$ cat src/include/pmr_pkg.sv
`default_nettype none
package pmr_pkg;
    // Register offsets; printed offsets are not all multiples of four, so byte address = 4*index
    localparam logic [7:0] IDX_WDT_PRESCALE = 8'h09;
    localparam logic [7:0] IDX_PROC_STATUS = 8'h0a;
    localparam logic [7:0] IDX_CLOCK_MODE = 8'h26;
    localparam logic [7:0] IDX_SEQ_STATUS = 8'h40;
    localparam logic [7:0] IDX_HALT_CMD = 8'h41;
    localparam logic [7:0] IDX_WAKE_MASK = 8'h42;
    localparam int ADDR_W = 10;
    // Field positions in the clock mode register
    localparam int BIT_FREQ_UP = 5;
    localparam int BIT_OSC_STOP = 6;
    localparam int BIT_FAST_SEL = 7;
    // Field positions in the processor status register
    localparam int BIT_PWR_DOWN = 4;
    localparam int BIT_WDT_TIMEOUT = 5;
    // Reset values
    localparam logic [7:0] RST_WDT_PRESCALE = 8'h07;
    localparam logic [7:0] RST_CLOCK_MODE = 8'h00;
    localparam logic [7:0] RST_WAKE_MASK = 8'hff;
    // Start-up delay in system clock periods
    localparam int STARTUP_CYCLES = 1024;
    localparam int STARTUP_W = 11;
    // Frequency-up settle time
    localparam int FREQ_SETTLE_MS = 20;
    localparam int CLK_HZ = 10000000;
    localparam longint FREQ_SETTLE_CYC_L = (longint'(FREQ_SETTLE_MS) * CLK_HZ + 999) / 1000;
    localparam int FREQ_SETTLE_CYCLES = int'(FREQ_SETTLE_CYC_L);
    // Watchdog clock sources
    localparam logic [1:0] WDT_SRC_INSTR = 2'h0;
    localparam logic [1:0] WDT_SRC_32K = 2'h1;
    localparam logic [1:0] WDT_SRC_RC = 2'h2;

    typedef enum logic [2:0] {MD_NORMAL, MD_GREEN, MD_SLEEP, MD_IDLE, MD_STARTUP} pmr_mode_e;

    // Core-facing control bundle
    typedef struct packed {
        logic core_run;
        logic fast_clk_sel;
        logic osc_32k_en;
        logic osc_fast_en;
        logic wdt_clear;
        logic wdt_run;
        logic warm_reset;
        logic full_reset;
        logic resume_irq;
        logic resume_next;
    } pmr_ctrl_s;

    // Whole state of the sequencer
    typedef struct packed {
        pmr_mode_e mode;
        logic [7:0] wdt_prescale;
        logic [7:0] clock_mode;
        logic pwr_down;
        logic wdt_timeout;
        logic [3:0] status_low;
        logic [7:0] wake_mask;
        logic [5:0] irq_armed;
        logic wake_by_irq;
        logic [STARTUP_W-1:0] startup_cnt;
        logic [24:0] settle_cnt;
        logic settle_done;
        logic [1:0] rst_pin_sync;
        logic [7:0] pa_sync0;
        logic [7:0] pa_sync1;
        logic [7:0] pa_last;
        logic resp_valid;
        logic [31:0] rdata;
        pmr_ctrl_s ctrl;
    } pmr_state_s;
endpackage
`default_nettype wire

$ cat src/logic/pmr_sequencer.sv
`timescale 1ns/1ns
`default_nettype none
module pmr_sequencer
    import pmr_pkg::*;
#(
    parameter int SETTLE_CYCLES = FREQ_SETTLE_CYCLES,
    parameter logic [1:0] WDT_SRC = WDT_SRC_RC
) (
    input wire logic clk_sys_i,
    input wire logic rst_n_i,
    input wire logic clk_en_i,
    input wire logic [ADDR_W-1:0] avs_address_i,
    input wire logic avs_read_i,
    input wire logic avs_write_i,
    input wire logic [31:0] avs_writedata_i,
    input wire logic [3:0] avs_byteenable_i,
    output logic [31:0] avs_readdata_o,
    output logic avs_waitrequest_o,
    input wire logic ext_reset_n_i,
    input wire logic [7:0] port_a_i,
    input wire logic halt_exec_i,
    input wire logic wdt_timeout_i,
    input wire logic [5:0] irq_flag_i,
    input wire logic [5:0] irq_enable_i,
    input wire logic stack_full_i,
    output pmr_ctrl_s ctrl_o
);
    // Interrupt sources fed by the slow crystal: timer0, timer1, rtc, dialer
    localparam logic [5:0] IRQ_SLOW_SRC = 6'h3a;

    initial begin
        if (SETTLE_CYCLES < 1 || SETTLE_CYCLES >= (1 << 25)) begin
            $error("SETTLE_CYCLES out of range");
        end
    end

    pmr_state_s st_reg;
    pmr_state_s st_next;

    logic [7:0] idx;
    logic acc_hit;
    logic halted;
    logic awake;
    logic pin_reset;
    logic [7:0] pa_wake;
    logic [5:0] irq_wake;
    logic wdt_live_halt;
    logic [7:0] be_wdata;

    assign idx = avs_address_i[ADDR_W-1:2];
    assign acc_hit = (avs_read_i || avs_write_i) && !st_reg.resp_valid;
    assign halted = (st_reg.mode == MD_SLEEP) || (st_reg.mode == MD_IDLE);
    assign awake = (st_reg.mode == MD_NORMAL) || (st_reg.mode == MD_GREEN);
    assign pin_reset = !st_reg.rst_pin_sync[1];
    assign be_wdata = avs_byteenable_i[0] ? avs_writedata_i[7:0] : 8'h00;

    // Wake sources, pending-at-halt interrupts and Idle-dead sources masked
    always_comb begin
        pa_wake = (st_reg.pa_sync1 ^ st_reg.pa_last) & st_reg.wake_mask;
        irq_wake = irq_flag_i & st_reg.irq_armed;
        if (st_reg.mode == MD_IDLE) begin
            irq_wake = irq_wake & ~IRQ_SLOW_SRC;
        end
    end

    // Watchdog keeps counting in halt only on a live source
    always_comb begin
        unique case (WDT_SRC)
            WDT_SRC_INSTR: wdt_live_halt = 1'b0;
            WDT_SRC_32K: wdt_live_halt = (st_reg.mode != MD_IDLE);
            default: wdt_live_halt = 1'b1;
        endcase
    end

    // Next-state logic for the whole block
    always_comb begin
        st_next = st_reg;
        st_next.ctrl.wdt_clear = 1'b0;
        st_next.ctrl.warm_reset = 1'b0;
        st_next.ctrl.full_reset = 1'b0;
        st_next.ctrl.resume_irq = 1'b0;
        st_next.ctrl.resume_next = 1'b0;
        st_next.rst_pin_sync = {st_reg.rst_pin_sync[0], ext_reset_n_i};
        st_next.pa_sync0 = port_a_i;
        st_next.pa_sync1 = st_reg.pa_sync0;
        if (awake) begin
            st_next.pa_last = st_reg.pa_sync1;
        end
        // Frequency-up settle timer
        if (!st_reg.clock_mode[BIT_FREQ_UP]) begin
            st_next.settle_cnt = '0;
            st_next.settle_done = 1'b0;
        end else if (!st_reg.settle_done) begin
            if (st_reg.settle_cnt == 25'(SETTLE_CYCLES - 1)) begin
                st_next.settle_done = 1'b1;
            end else begin
                st_next.settle_cnt = st_reg.settle_cnt + 25'h1;
            end
        end
        // Bus access, answered one cycle after it is taken
        st_next.resp_valid = acc_hit;
        if (acc_hit && avs_read_i) begin
            unique case (idx)
                IDX_WDT_PRESCALE: st_next.rdata = {24'h0, st_reg.wdt_prescale};
                IDX_PROC_STATUS: st_next.rdata = {26'h0, st_reg.wdt_timeout,
                    st_reg.pwr_down, st_reg.status_low};
                IDX_CLOCK_MODE: st_next.rdata = {24'h0, st_reg.clock_mode};
                IDX_SEQ_STATUS: st_next.rdata = {27'h0, st_reg.settle_done,
                    st_reg.wake_by_irq, st_reg.mode};
                IDX_WAKE_MASK: st_next.rdata = {24'h0, st_reg.wake_mask};
                default: st_next.rdata = 32'h0;
            endcase
        end
        if (acc_hit && avs_write_i && avs_byteenable_i[0]) begin
            unique case (idx)
                IDX_WDT_PRESCALE: st_next.wdt_prescale = be_wdata;
                IDX_PROC_STATUS: st_next.status_low = be_wdata[3:0];
                IDX_CLOCK_MODE: st_next.clock_mode = {be_wdata[7:5], 5'h00};
                IDX_WAKE_MASK: st_next.wake_mask = be_wdata;
                default: ;
            endcase
        end
        // Mode sequencing
        unique case (st_reg.mode)
            MD_NORMAL, MD_GREEN: begin
                if (halt_exec_i && !st_reg.clock_mode[BIT_FAST_SEL]
                        && !st_reg.clock_mode[BIT_FREQ_UP]) begin
                    st_next.mode = st_reg.clock_mode[BIT_OSC_STOP] ? MD_IDLE
                        : MD_SLEEP;
                    st_next.irq_armed = ~irq_flag_i;
                    st_next.pwr_down = 1'b1;
                    st_next.wdt_timeout = 1'b0;
                    st_next.ctrl.wdt_clear = 1'b1;
                end else if (st_reg.clock_mode[BIT_FAST_SEL]
                        && st_reg.clock_mode[BIT_FREQ_UP] && st_reg.settle_done) begin
                    st_next.mode = MD_NORMAL;
                end else begin
                    st_next.mode = MD_GREEN;
                end
            end
            MD_SLEEP, MD_IDLE: begin
                if (|irq_wake || |pa_wake) begin
                    st_next.mode = MD_STARTUP;
                    st_next.startup_cnt = '0;
                    st_next.wake_by_irq = |(irq_wake & irq_enable_i) && !stack_full_i;
                end
            end
            MD_STARTUP: begin
                if (st_reg.startup_cnt == STARTUP_W'(STARTUP_CYCLES - 1)) begin
                    st_next.mode = MD_GREEN;
                    st_next.ctrl.resume_irq = st_reg.wake_by_irq;
                    st_next.ctrl.resume_next = !st_reg.wake_by_irq;
                end else begin
                    st_next.startup_cnt = st_reg.startup_cnt + STARTUP_W'(1);
                end
            end
        endcase
        // Resets take priority over everything above
        if (pin_reset || (wdt_timeout_i && (awake || (halted && wdt_live_halt)))) begin
            st_next.mode = MD_STARTUP;
            st_next.startup_cnt = '0;
            st_next.wake_by_irq = 1'b0;
            st_next.clock_mode[BIT_FAST_SEL] = 1'b0;
            st_next.clock_mode[BIT_OSC_STOP] = 1'b0;
            if (halted) begin
                st_next.clock_mode[BIT_FREQ_UP] = 1'b0;
            end
            if (pin_reset) begin
                st_next.ctrl.full_reset = 1'b1;
                st_next.wdt_prescale = RST_WDT_PRESCALE;
                st_next.wake_mask = RST_WAKE_MASK;
                if (halted) begin
                    st_next.wdt_timeout = 1'b0;
                    st_next.pwr_down = 1'b1;
                end
            end else if (awake) begin
                st_next.ctrl.full_reset = 1'b1;
                st_next.wdt_prescale = RST_WDT_PRESCALE;
                st_next.wdt_timeout = 1'b1;
            end else begin
                st_next.ctrl.warm_reset = 1'b1;
                st_next.wdt_timeout = 1'b1;
                st_next.pwr_down = 1'b1;
            end
        end
        // Clock and oscillator controls from the next mode, registered along with it
        st_next.ctrl.core_run = (st_next.mode == MD_NORMAL) || (st_next.mode == MD_GREEN);
        st_next.ctrl.fast_clk_sel = (st_next.mode == MD_NORMAL);
        st_next.ctrl.osc_32k_en = (st_next.mode != MD_IDLE);
        st_next.ctrl.osc_fast_en = st_next.clock_mode[BIT_FREQ_UP]
            && (st_next.mode != MD_IDLE) && (st_next.mode != MD_SLEEP);
        // Judged on the next mode so entering Idle stops a slow-clocked watchdog at once
        st_next.ctrl.wdt_run = st_next.ctrl.core_run || (WDT_SRC == WDT_SRC_RC)
            || (WDT_SRC == WDT_SRC_32K && st_next.mode != MD_IDLE);
    end

    // State register; power-on starts the start-up delay
    always_ff @(posedge clk_sys_i or negedge rst_n_i) begin
        if (!rst_n_i) begin
            st_reg <= '0;
            st_reg.mode <= MD_STARTUP;
            st_reg.wdt_prescale <= RST_WDT_PRESCALE;
            st_reg.clock_mode <= RST_CLOCK_MODE;
            st_reg.wake_mask <= RST_WAKE_MASK;
            st_reg.rst_pin_sync <= 2'h3;
            st_reg.ctrl.full_reset <= 1'b1;
            st_reg.ctrl.osc_32k_en <= 1'b1;
        end else if (clk_en_i) begin
            st_reg <= st_next;
        end
    end

    assign avs_readdata_o = st_reg.rdata;
    assign avs_waitrequest_o = !st_reg.resp_valid;
    assign ctrl_o = st_reg.ctrl;
endmodule // pmr_sequencer
`default_nettype wire

$ cat config.mk
export PLATFORM = sky130hd
export DESIGN_NAME = pmr_sequencer
export DESIGN_NICKNAME = d
export VERILOG_FILES = /design/src/include/pmr_pkg.sv /design/src/logic/pmr_sequencer.sv
export SDC_FILE = /design/constraint.sdc
export NUM_CORES = 1
export LEC_CHECK = 0
export ABC_CLOCK_PERIOD_IN_PS = 2500
export BUFFER_PORTS_ARGS = -buffer_cell sky130_fd_sc_hd__buf_2
export CAP_MARGIN = 30
export CORE_ASPECT_RATIO = 0.6
export CORE_MARGIN = 2
export CORE_UTILIZATION = 55
export DETAILED_ROUTE_END_ITERATION = 16
export GPL_TIMING_DRIVEN = 0
export PLACE_DENSITY = 0.86
export SLEW_MARGIN = 0
export SYNTH_ARGS = -nofsm -noshare
export SYNTH_HDL_FRONTEND = slang
export SYNTH_SLANG_ARGS = --single-unit
$ cat constraint.sdc
create_clock -name clk_sys_i -period 2.5 [get_ports clk_sys_i]
set_input_delay 0.375 -clock clk_sys_i [delete_from_list [all_inputs] [get_ports clk_sys_i]]
set_output_delay 0.375 -clock clk_sys_i [all_outputs]
set_load 0.02 [all_outputs]
After elaboration in Yosys (flattened, before gate mapping)
Cells that the tools add are included.
W data, S select, Z words.
Storage, ports and cells
  bits in registers: 141
  latch bits: 0
  RAM bits: 0
  ROM bits: 0
  logic and storage cells: 143
  memories: 0
Operators by class
  add/subtract/negate cells: 2
  multiply operators: 0
  divide/modulo/power cells: 0
  order comparisons: 0
  equality and inequality tests: 18
  shifts and indexed selects: 0
  muxes and demuxes: 44
  bitwise gates (word level): 5
  reduce and logical (&&, ||, !) cells: 45
Operators by type and width (number)
  $mux W8: 9
  $mux W26: 2
  $pmux W8 S5: 1
  $add A25 B1 Y25 const B: 1
  $eq A25 B18 Y1 const B: 1
  $mux W25: 1
  $mux W12: 2
  $pmux W11 S2: 1
  $eq A8 B4 Y1 const B: 2
  $eq A8 B7 Y1 const B: 2
  $mux W16: 1
  $mux W2: 8
  $reduce_and A3 Y1: 5
  $mux W14: 1
  $and A6 B6 Y6: 2
  $logic_and A1 B1 Y1: 12
  $mux W1: 12
  $reduce_or A6 Y1: 2
  $add A11 B1 Y11 const B: 1
  $eq A11 B10 Y1 const B: 1
  $mux W11: 1
  $mux W3: 3
  $pmux W3 S3: 1
  $and A8 B8 Y8: 1
  19 further kinds: 41

Logic depth before layout (Yosys ltp)
Gate-level depths: netlist (run 1).
  depth after elaboration: 11
  mapped depth: 9

Least setup slack after synthesis (run 1)
OpenSTA, ideal clock, no wires.
  kind: register to register
  start: register st_reg[145] (netlist bit)
  end: register st_reg[95] (netlist bit)
  library setup time: 125 ps
  arrival time: 1860 ps
  required time: 2375 ps
  slack: 515 ps
  cell stages (with the launch flop): 6
  cell sequence: dfstp_2 -> buf_2 -> nor3b_2 -> o21ai_1 -> a21oi_1 -> mux2_2
On the way
  longest elaborated chain between the ends: 7
  elaborated cells between the ends (all ways): 20
  classes of those cells: 6 x eq/ne; 3 x mux; 11 x reduce/logical
RTL lines
  start: declaration: line pmr_sequencer.sv:37  | pmr_state_s st_reg;
  start signal: assignment: line pmr_sequencer.sv:209  | st_reg <= st_next;
  branches (longest 7 deep; another with $mux W6)
Several ways; the timed one is not identified.
A chain may end at the register's enable or synchronous reset.

Worst setup path in the final report (run 1)
  start: register st_reg[145] (netlist bit)
  end: register st_reg[103] (netlist bit)
The elaborated chain is that of the path after synthesis.

==> impl_metrics.toml, run 1 <==
[final_layout]
layout_common_cells = "101 x dfrtp_1, 70 x buf_2, 67 x nand2_1"
drive_above_1_share_pct = 30.1
regArea_sq_um = 2950
fill_cells = 799
largest_reg_flops = 90
design_area_sq_um = 7520
area_growth_pct = 21.2
utilization_pct = 69.8
multi_input_area_sq_um = 2820
final_common_cell = "dfrtp_1"
nets = 814
layout.cells.non_filler = 889
n_antenna_cell = 0

[cts]
clock_path_buffers = 2
htree_num_levels = 4
cts_inserted_buffers = 17
clock-sinks = 117
tritoncts = "built"
clk_pin_slew_worst_paths_ps = 50
cts_root_buf = "clkbuf_16"
clk-insertion-delay-late_ps = 420

[placed_design]
post_dp_cell_area_sq_um = 6810
place_hpwl_microns = 11400
dpl_worst_slack_ps = 7.05
dp_cells = 852
place_congestion = 0.914
numPortBuffers = 64

[grt]
grt_first_pass_wirelength_microns = 26300
grt_util_all_layers_pct = 27.9
grt_pass1_vias = 5151
grt_remaining_overflow = 0
grt_max_degree = 72
antenna_found_initial = 0

[logic_synthesis]
synth_xor_area_share_pct = 1.84
avgSynthCellArea_sq_um = 9.93
synthArstFlopShare_pct = 100
synth-compound-area-share_pct = 17.5
synth_top_cell_by_area = "dfrtp_1"
synthTopCellsByArea = "dfrtp_1 41%, dfstp_2 6.8%, buf_4 5.3%, mux2_2 4.9%, nand2_1 4.1%"
synth_cells = 625
syn_area_sq_um = 6200
yosysUniqueCellTypes = 76
synth-edff-count = 0
synth_top_family_by_area = "simple AND/OR/NAND/NOR gates"
yosysSeqAreaShare_pct = 47.5
yosys.area_share.simple_pct = 17.8
yosysTopAreaCellShare_pct = 40.7
synth-seq-cells = 117
synthAdderAreaFrac_pct = 0.403
yosys-mux-area-fraction_pct = 6.35
ys.flop_type = "dfrtp_1"
ys.warnings.count = 0

[timing]
hold_viol = 0
fmax_mhz = 444
hold_ws_ps = 153
setup_violations = 0
slew_headroom_pct = 42.6
skew_ps = 7.99
timing.final.crit_share_pct = 90.1
setup_tns_ps = 0
worst_pin_slew_ps = 854
fin_ws_ps = 247
period_minus_slack_ps = 2250
rsz0062_at_grt = "false"
slew_viol_final = 0

[setup_path]
arrival_ps = 2580
r2r-end = "st_reg[103]"
crit_family = "compound AO/OA/AOI/OAI gates"
crit_path_max_incr_delay_ps = 510
timing.rr.start = "st_reg[145]"
rrSetupSlack_ps = 250
slowest_stage = "dfstp_2"
critical_path_class = "reg2reg"
cp_cell_sequence = "buf_2, nor2b_1, buf_4, a21oi_1, nand4b_4, o22ai_2, a2111oi_2, mux2i_1"
start_kind = "flip-flop"
cp.required_ps = 2830
cp_num_buf_inv = 2
rr_worst_depth = 8
crit_path_max_fanout = 10
endpoint_kind = "flip-flop"
startpoint = "st_reg[145]"

[hold_path]
hold_end = "st_reg[109]"
min_path_cells = 2
min-delay-start = "irq_flag_i[2]"
hold_path.class = "in2reg"

[detailed_routing]
routedWlPerCell_microns = 18.2
remaining_drc_errors = 0
firstDrtPassIters = 8
vias = 5299
drt_iter0_drc = 569
drtAntennaViolNets = 0
vias_per_cell = 5.96
drt-total-wl_microns = 16200

[die]
rows = 29
initial_core_util_pct = 57.6
die-width_microns = 141
io_pins = 118
die_area_sq_um = 12200
die_h_microns = 86.3
core_sq_um = 10800

[pwr]
total_power_mw = 5.80
p_leak_nw = 3.46
ir_drop_uv = 537
power_density_nw_per_um2 = 771

[run_status]
outcome = "finished, final reports clean"

[job]
drv_cap = 0
-- synthesized netlist by cell type, types with 4 or more instances --
cell type  count
and2_1         7
nand2b_1       8
a31oi_1        7
nor3_1        13
clkbuf_1      12
nor2_1        37
xor2_1         8
buf_2          7
and3_1         7
xnor2_1        5
mux2_2        27
a21o_1         5
buf_4         44
nand4_1       14
a22oi_1       15
o21ai_2        7
a211o_1        6
a21oi_1       33
inv_1         18
nand3_1       26
o21ai_0       39
dfrtp_1      101
nand2_1       67
o31ai_1        6
a22o_1         8
mux2i_1        9
nand3b_1       4
and4_1         4
a222oi_1       4
dfstp_2       16
-- report_power, final --
part           internal, mW  switching [mW]
clock network          1.81           0.889
logic                 0.369           0.505
registers              2.07           0.146
total                  4.25            1.54
-- layer usage --
metal  vias up  routed length [microns]  global-route usage [%]
li1       2433                        -                       -
met1      2577                     7150                    39.5
met2       262                     7260                    42.1
met3        27                     1540                    8.12
met4         0                      235                    8.27
met5         -                        0                       0
-- worst reg2reg max path: cells and delay by family (launching register included) --
| kind | cells | cell delay [ps] |
|---|---|---|
| flip-flops | 1 | 510 |
| multiplexers | 1 | 270 |
| AND/OR/NAND/NOR | 2 | 260 |
| buffers and inverters | 2 | 420 |
| AO/OA/AOI/OAI | 3 | 720 |
-- timing repair --
action | CTS | global route
gates resized for setup | 1 | 1
endpoints found under the hold margin | 39 | 0
endpoints found under the setup margin | 1 | 3
hold buffers | 1 | 0
setup buffers | 0 | 3
-- final cells by class --
type                    count  share of cell area, %
inverters                  18                  0.899
flip-flops and latches    117                   39.2
clock buffers              19                   6.02
plain buffers              68                   6.16
clock inverters            13                   2.71
multi-input cells         445                   37.5
repair buffers             70                   5.16
well taps                 139                   2.31
-- cells by family after synthesis --
group / count (synthesis)
and+or+nand+nor: 211
AOI/OAI and AO/OA: 159
DFF: 117
buffers and inverters: 86
muxes: 36
xor gates and xnor gates: 13
adders and majority gates: 2
other: 1
-- how the worst max path moves through the flow --
stage                       end  cells past startpoint  slack (ps)
finish              st_reg[103]                      8         250
global placement    st_next[54]                      1        -280
floorplan            st_reg[95]                      5         520
detailed placement   st_reg[95]                      5           7
CTS                  st_reg[95]                      5         100
global route        st_reg[102]                      8         120
(Power assumes the default switching activity.)
==> inputs of run 2 (changes only) <==
--- a/config.mk
+++ b/config.mk
@@ -10,10 +10,11 @@
 export CAP_MARGIN = 30
 export CORE_ASPECT_RATIO = 0.6
 export CORE_MARGIN = 2
-export CORE_UTILIZATION = 55
+export CORE_UTILIZATION = 56
 export DETAILED_ROUTE_END_ITERATION = 16
+export GPL_ROUTABILITY_DRIVEN = 0
 export GPL_TIMING_DRIVEN = 0
-export PLACE_DENSITY = 0.86
+export PLACE_DENSITY = 0.78
 export SLEW_MARGIN = 0
 export SYNTH_ARGS = -nofsm -noshare
 export SYNTH_HDL_FRONTEND = slang
==> run 2 against run 1 <==
Global-route usage decreased by 0.77 points. Count of clock-buffer cells in the layout decreased by 2. Clock power decreased by 7.8%. Fmax decreased by 1.9%. Critical path depth unchanged. Final cell count decreased by 0.11%. Power decreased by 4.0%. Sequential share of layout area increased by 0.30 points. First-iteration DRC count increased by 1.8%. Clock skew increased by 0.75 ps. Register-to-register slack got worse by 40 ps. Critical endpoint is now st_reg[95]. Largest power group unchanged.
==> impl_metrics.toml, run 2 (synthesis results as in run 1) <==
[detailed_routing]
vias = 5308
drt-total-wl_microns = 15500
routedWlPerCell_microns = 17.5
drtAntennaViolNets = 0
remaining_drc_errors = 0
firstDrtPassIters = 6
vias_per_cell = 5.98
drt_iter0_drc = 579

[timing]
rsz0062_at_grt = "false"
period_minus_slack_ps = 2300
fin_ws_ps = 203
setup_violations = 0
hold_viol = 0
slew_viol_final = 0
timing.final.crit_share_pct = 91.9
slew_headroom_pct = 44.7
skew_ps = 8.74
worst_pin_slew_ps = 823
setup_tns_ps = 0
hold_ws_ps = 154
fmax_mhz = 435

[placed_design]
place_hpwl_microns = 11200
dpl_worst_slack_ps = 38.3
numPortBuffers = 64
post_dp_cell_area_sq_um = 6820
dp_cells = 852

[grt]
met2_usage_pct = 40.9
grt.busiest_layer = "met2"
grt_util_all_layers_pct = 27.1
use_met1_pct = 40.6
grt_pass1_vias = 5199
grt_remaining_overflow = 0
grt_first_pass_wirelength_microns = 25700
grt_max_degree = 93
met3_usage_pct = 6.37
antenna_found_initial = 0

[die]
core_sq_um = 10700
rows = 29
die_h_microns = 85.5
die-width_microns = 140
die_area_sq_um = 12000
initial_core_util_pct = 58.2
io_pins = 118

[final_layout]
fill_cells = 802
nets = 813
n_antenna_cell = 0
design_area_sq_um = 7460
final_common_cell = "dfrtp_1"
largest_reg_flops = 90
layout_common_cells = "101 x dfrtp_1, 70 x buf_2, 67 x nand2_1"
layout.cells.non_filler = 888
utilization_pct = 69.9
area_growth_pct = 20.3
drive_above_1_share_pct = 29.9

[cts]
clk-insertion-delay-late_ps = 410
clock-sinks = 117
cts_root_buf = "clkbuf_16"
cts_inserted_buffers = 17
clk_pin_slew_worst_paths_ps = 60
htree_num_levels = 4
tritoncts = "built"
clock_path_buffers = 2

[pwr]
total_power_mw = 5.56
ir_drop_uv = 498
p_leak_nw = 3.43
power_density_nw_per_um2 = 746

[run_status]
outcome = "finished, final reports clean"

[setup_path]
rr_worst_depth = 8
rrSetupSlack_ps = 200
arrival_ps = 2590
crit_path_max_fanout = 10
r2r-end = "st_reg[95]"
critical_path_class = "reg2reg"
cp.required_ps = 2790
endpoint_kind = "flip-flop"
timing.rr.start = "st_reg[145]"
start_kind = "flip-flop"

[hold_path]
min-delay-start = "stack_full_i"
hold_end = "st_reg[106]"
hold_path.class = "in2reg"
min_path_cells = 2

[job]
drv_cap = 0
==> run 2: changes by cell type in the layout (fill, tap and decap cells not counted) <==
cell / previous run / this run
a21oi_1: 32 / 33
a21oi_2: 2 / 1
buf_4: 48 / 46
buf_6: 2 / 3
bufinv_16: 5 / 3
clkbuf_8: 2 / 0
clkinv_2: 3 / 2
clkinv_4: 1 / 3
clkinvlp_4: 4 / 5
inv_6: 0 / 2
==> run 2: worst max-delay path, stage by stage (launching register included) <==
cell      delay [ps]
dfstp_2          510
buf_2            230
nor2b_1           70
buf_4            180
a21oi_1          180
nand4b_4         200
o22ai_2          140
a21oi_1          310
mux2_2           370
==> run 2: how the worst max path moves through the flow <==
stage,startpoint,to,slack (ps),cells after the start
2_1_floorplan,st_reg[145],st_reg[95],520,5
4_1_cts,st_reg[145],st_reg[95],20,5
3_3_place_gp,rst_n_i,st_next[57],-310,1
3_5_place_dp,st_reg[145],st_reg[95],40,5
5_1_grt,st_reg[145],st_reg[95],80,8
6_report,st_reg[145],st_reg[95],200,8
==> run 2: where the power goes <==
part           internal (mW)  switching [mW]  total [mW]
Clock                   1.57           0.922        2.49
Combinational          0.365           0.494       0.858
Sequential              2.07           0.141        2.21
==> run 2: area by class of cell <==
type	count	area, sq um	share of cell area, %
Sequential cell	117	2950	39.5
Multi-Input combinational cell	445	2820	37.8
Clock inverter	15	181	2.43
Clock buffer	17	425	5.70
Timing Repair Buffer	69	384	5.15
Inverter	18	67.6	0.906
Buffer	68	463	6.20
Tap cell	139	174	2.33
==> run 2: what timing repair did <==
| item | 4_1_cts | 5_1_grt |
|---|---|---|
| resized for setup | 0 | 1 |
| buffers inserted | 0 | 2 |
| hold endpoints to repair | 23 | 0 |
| hold buffers | 1 | 0 |
| endpoints found under the setup margin | 0 | 6 |
==> run 2: routing by layer <==
layer	up-vias	share of wire, %
li1	2437	-
met1	2633	47
met2	222	45
met3	16	7.6
met4	0	0.57
met5	-	0
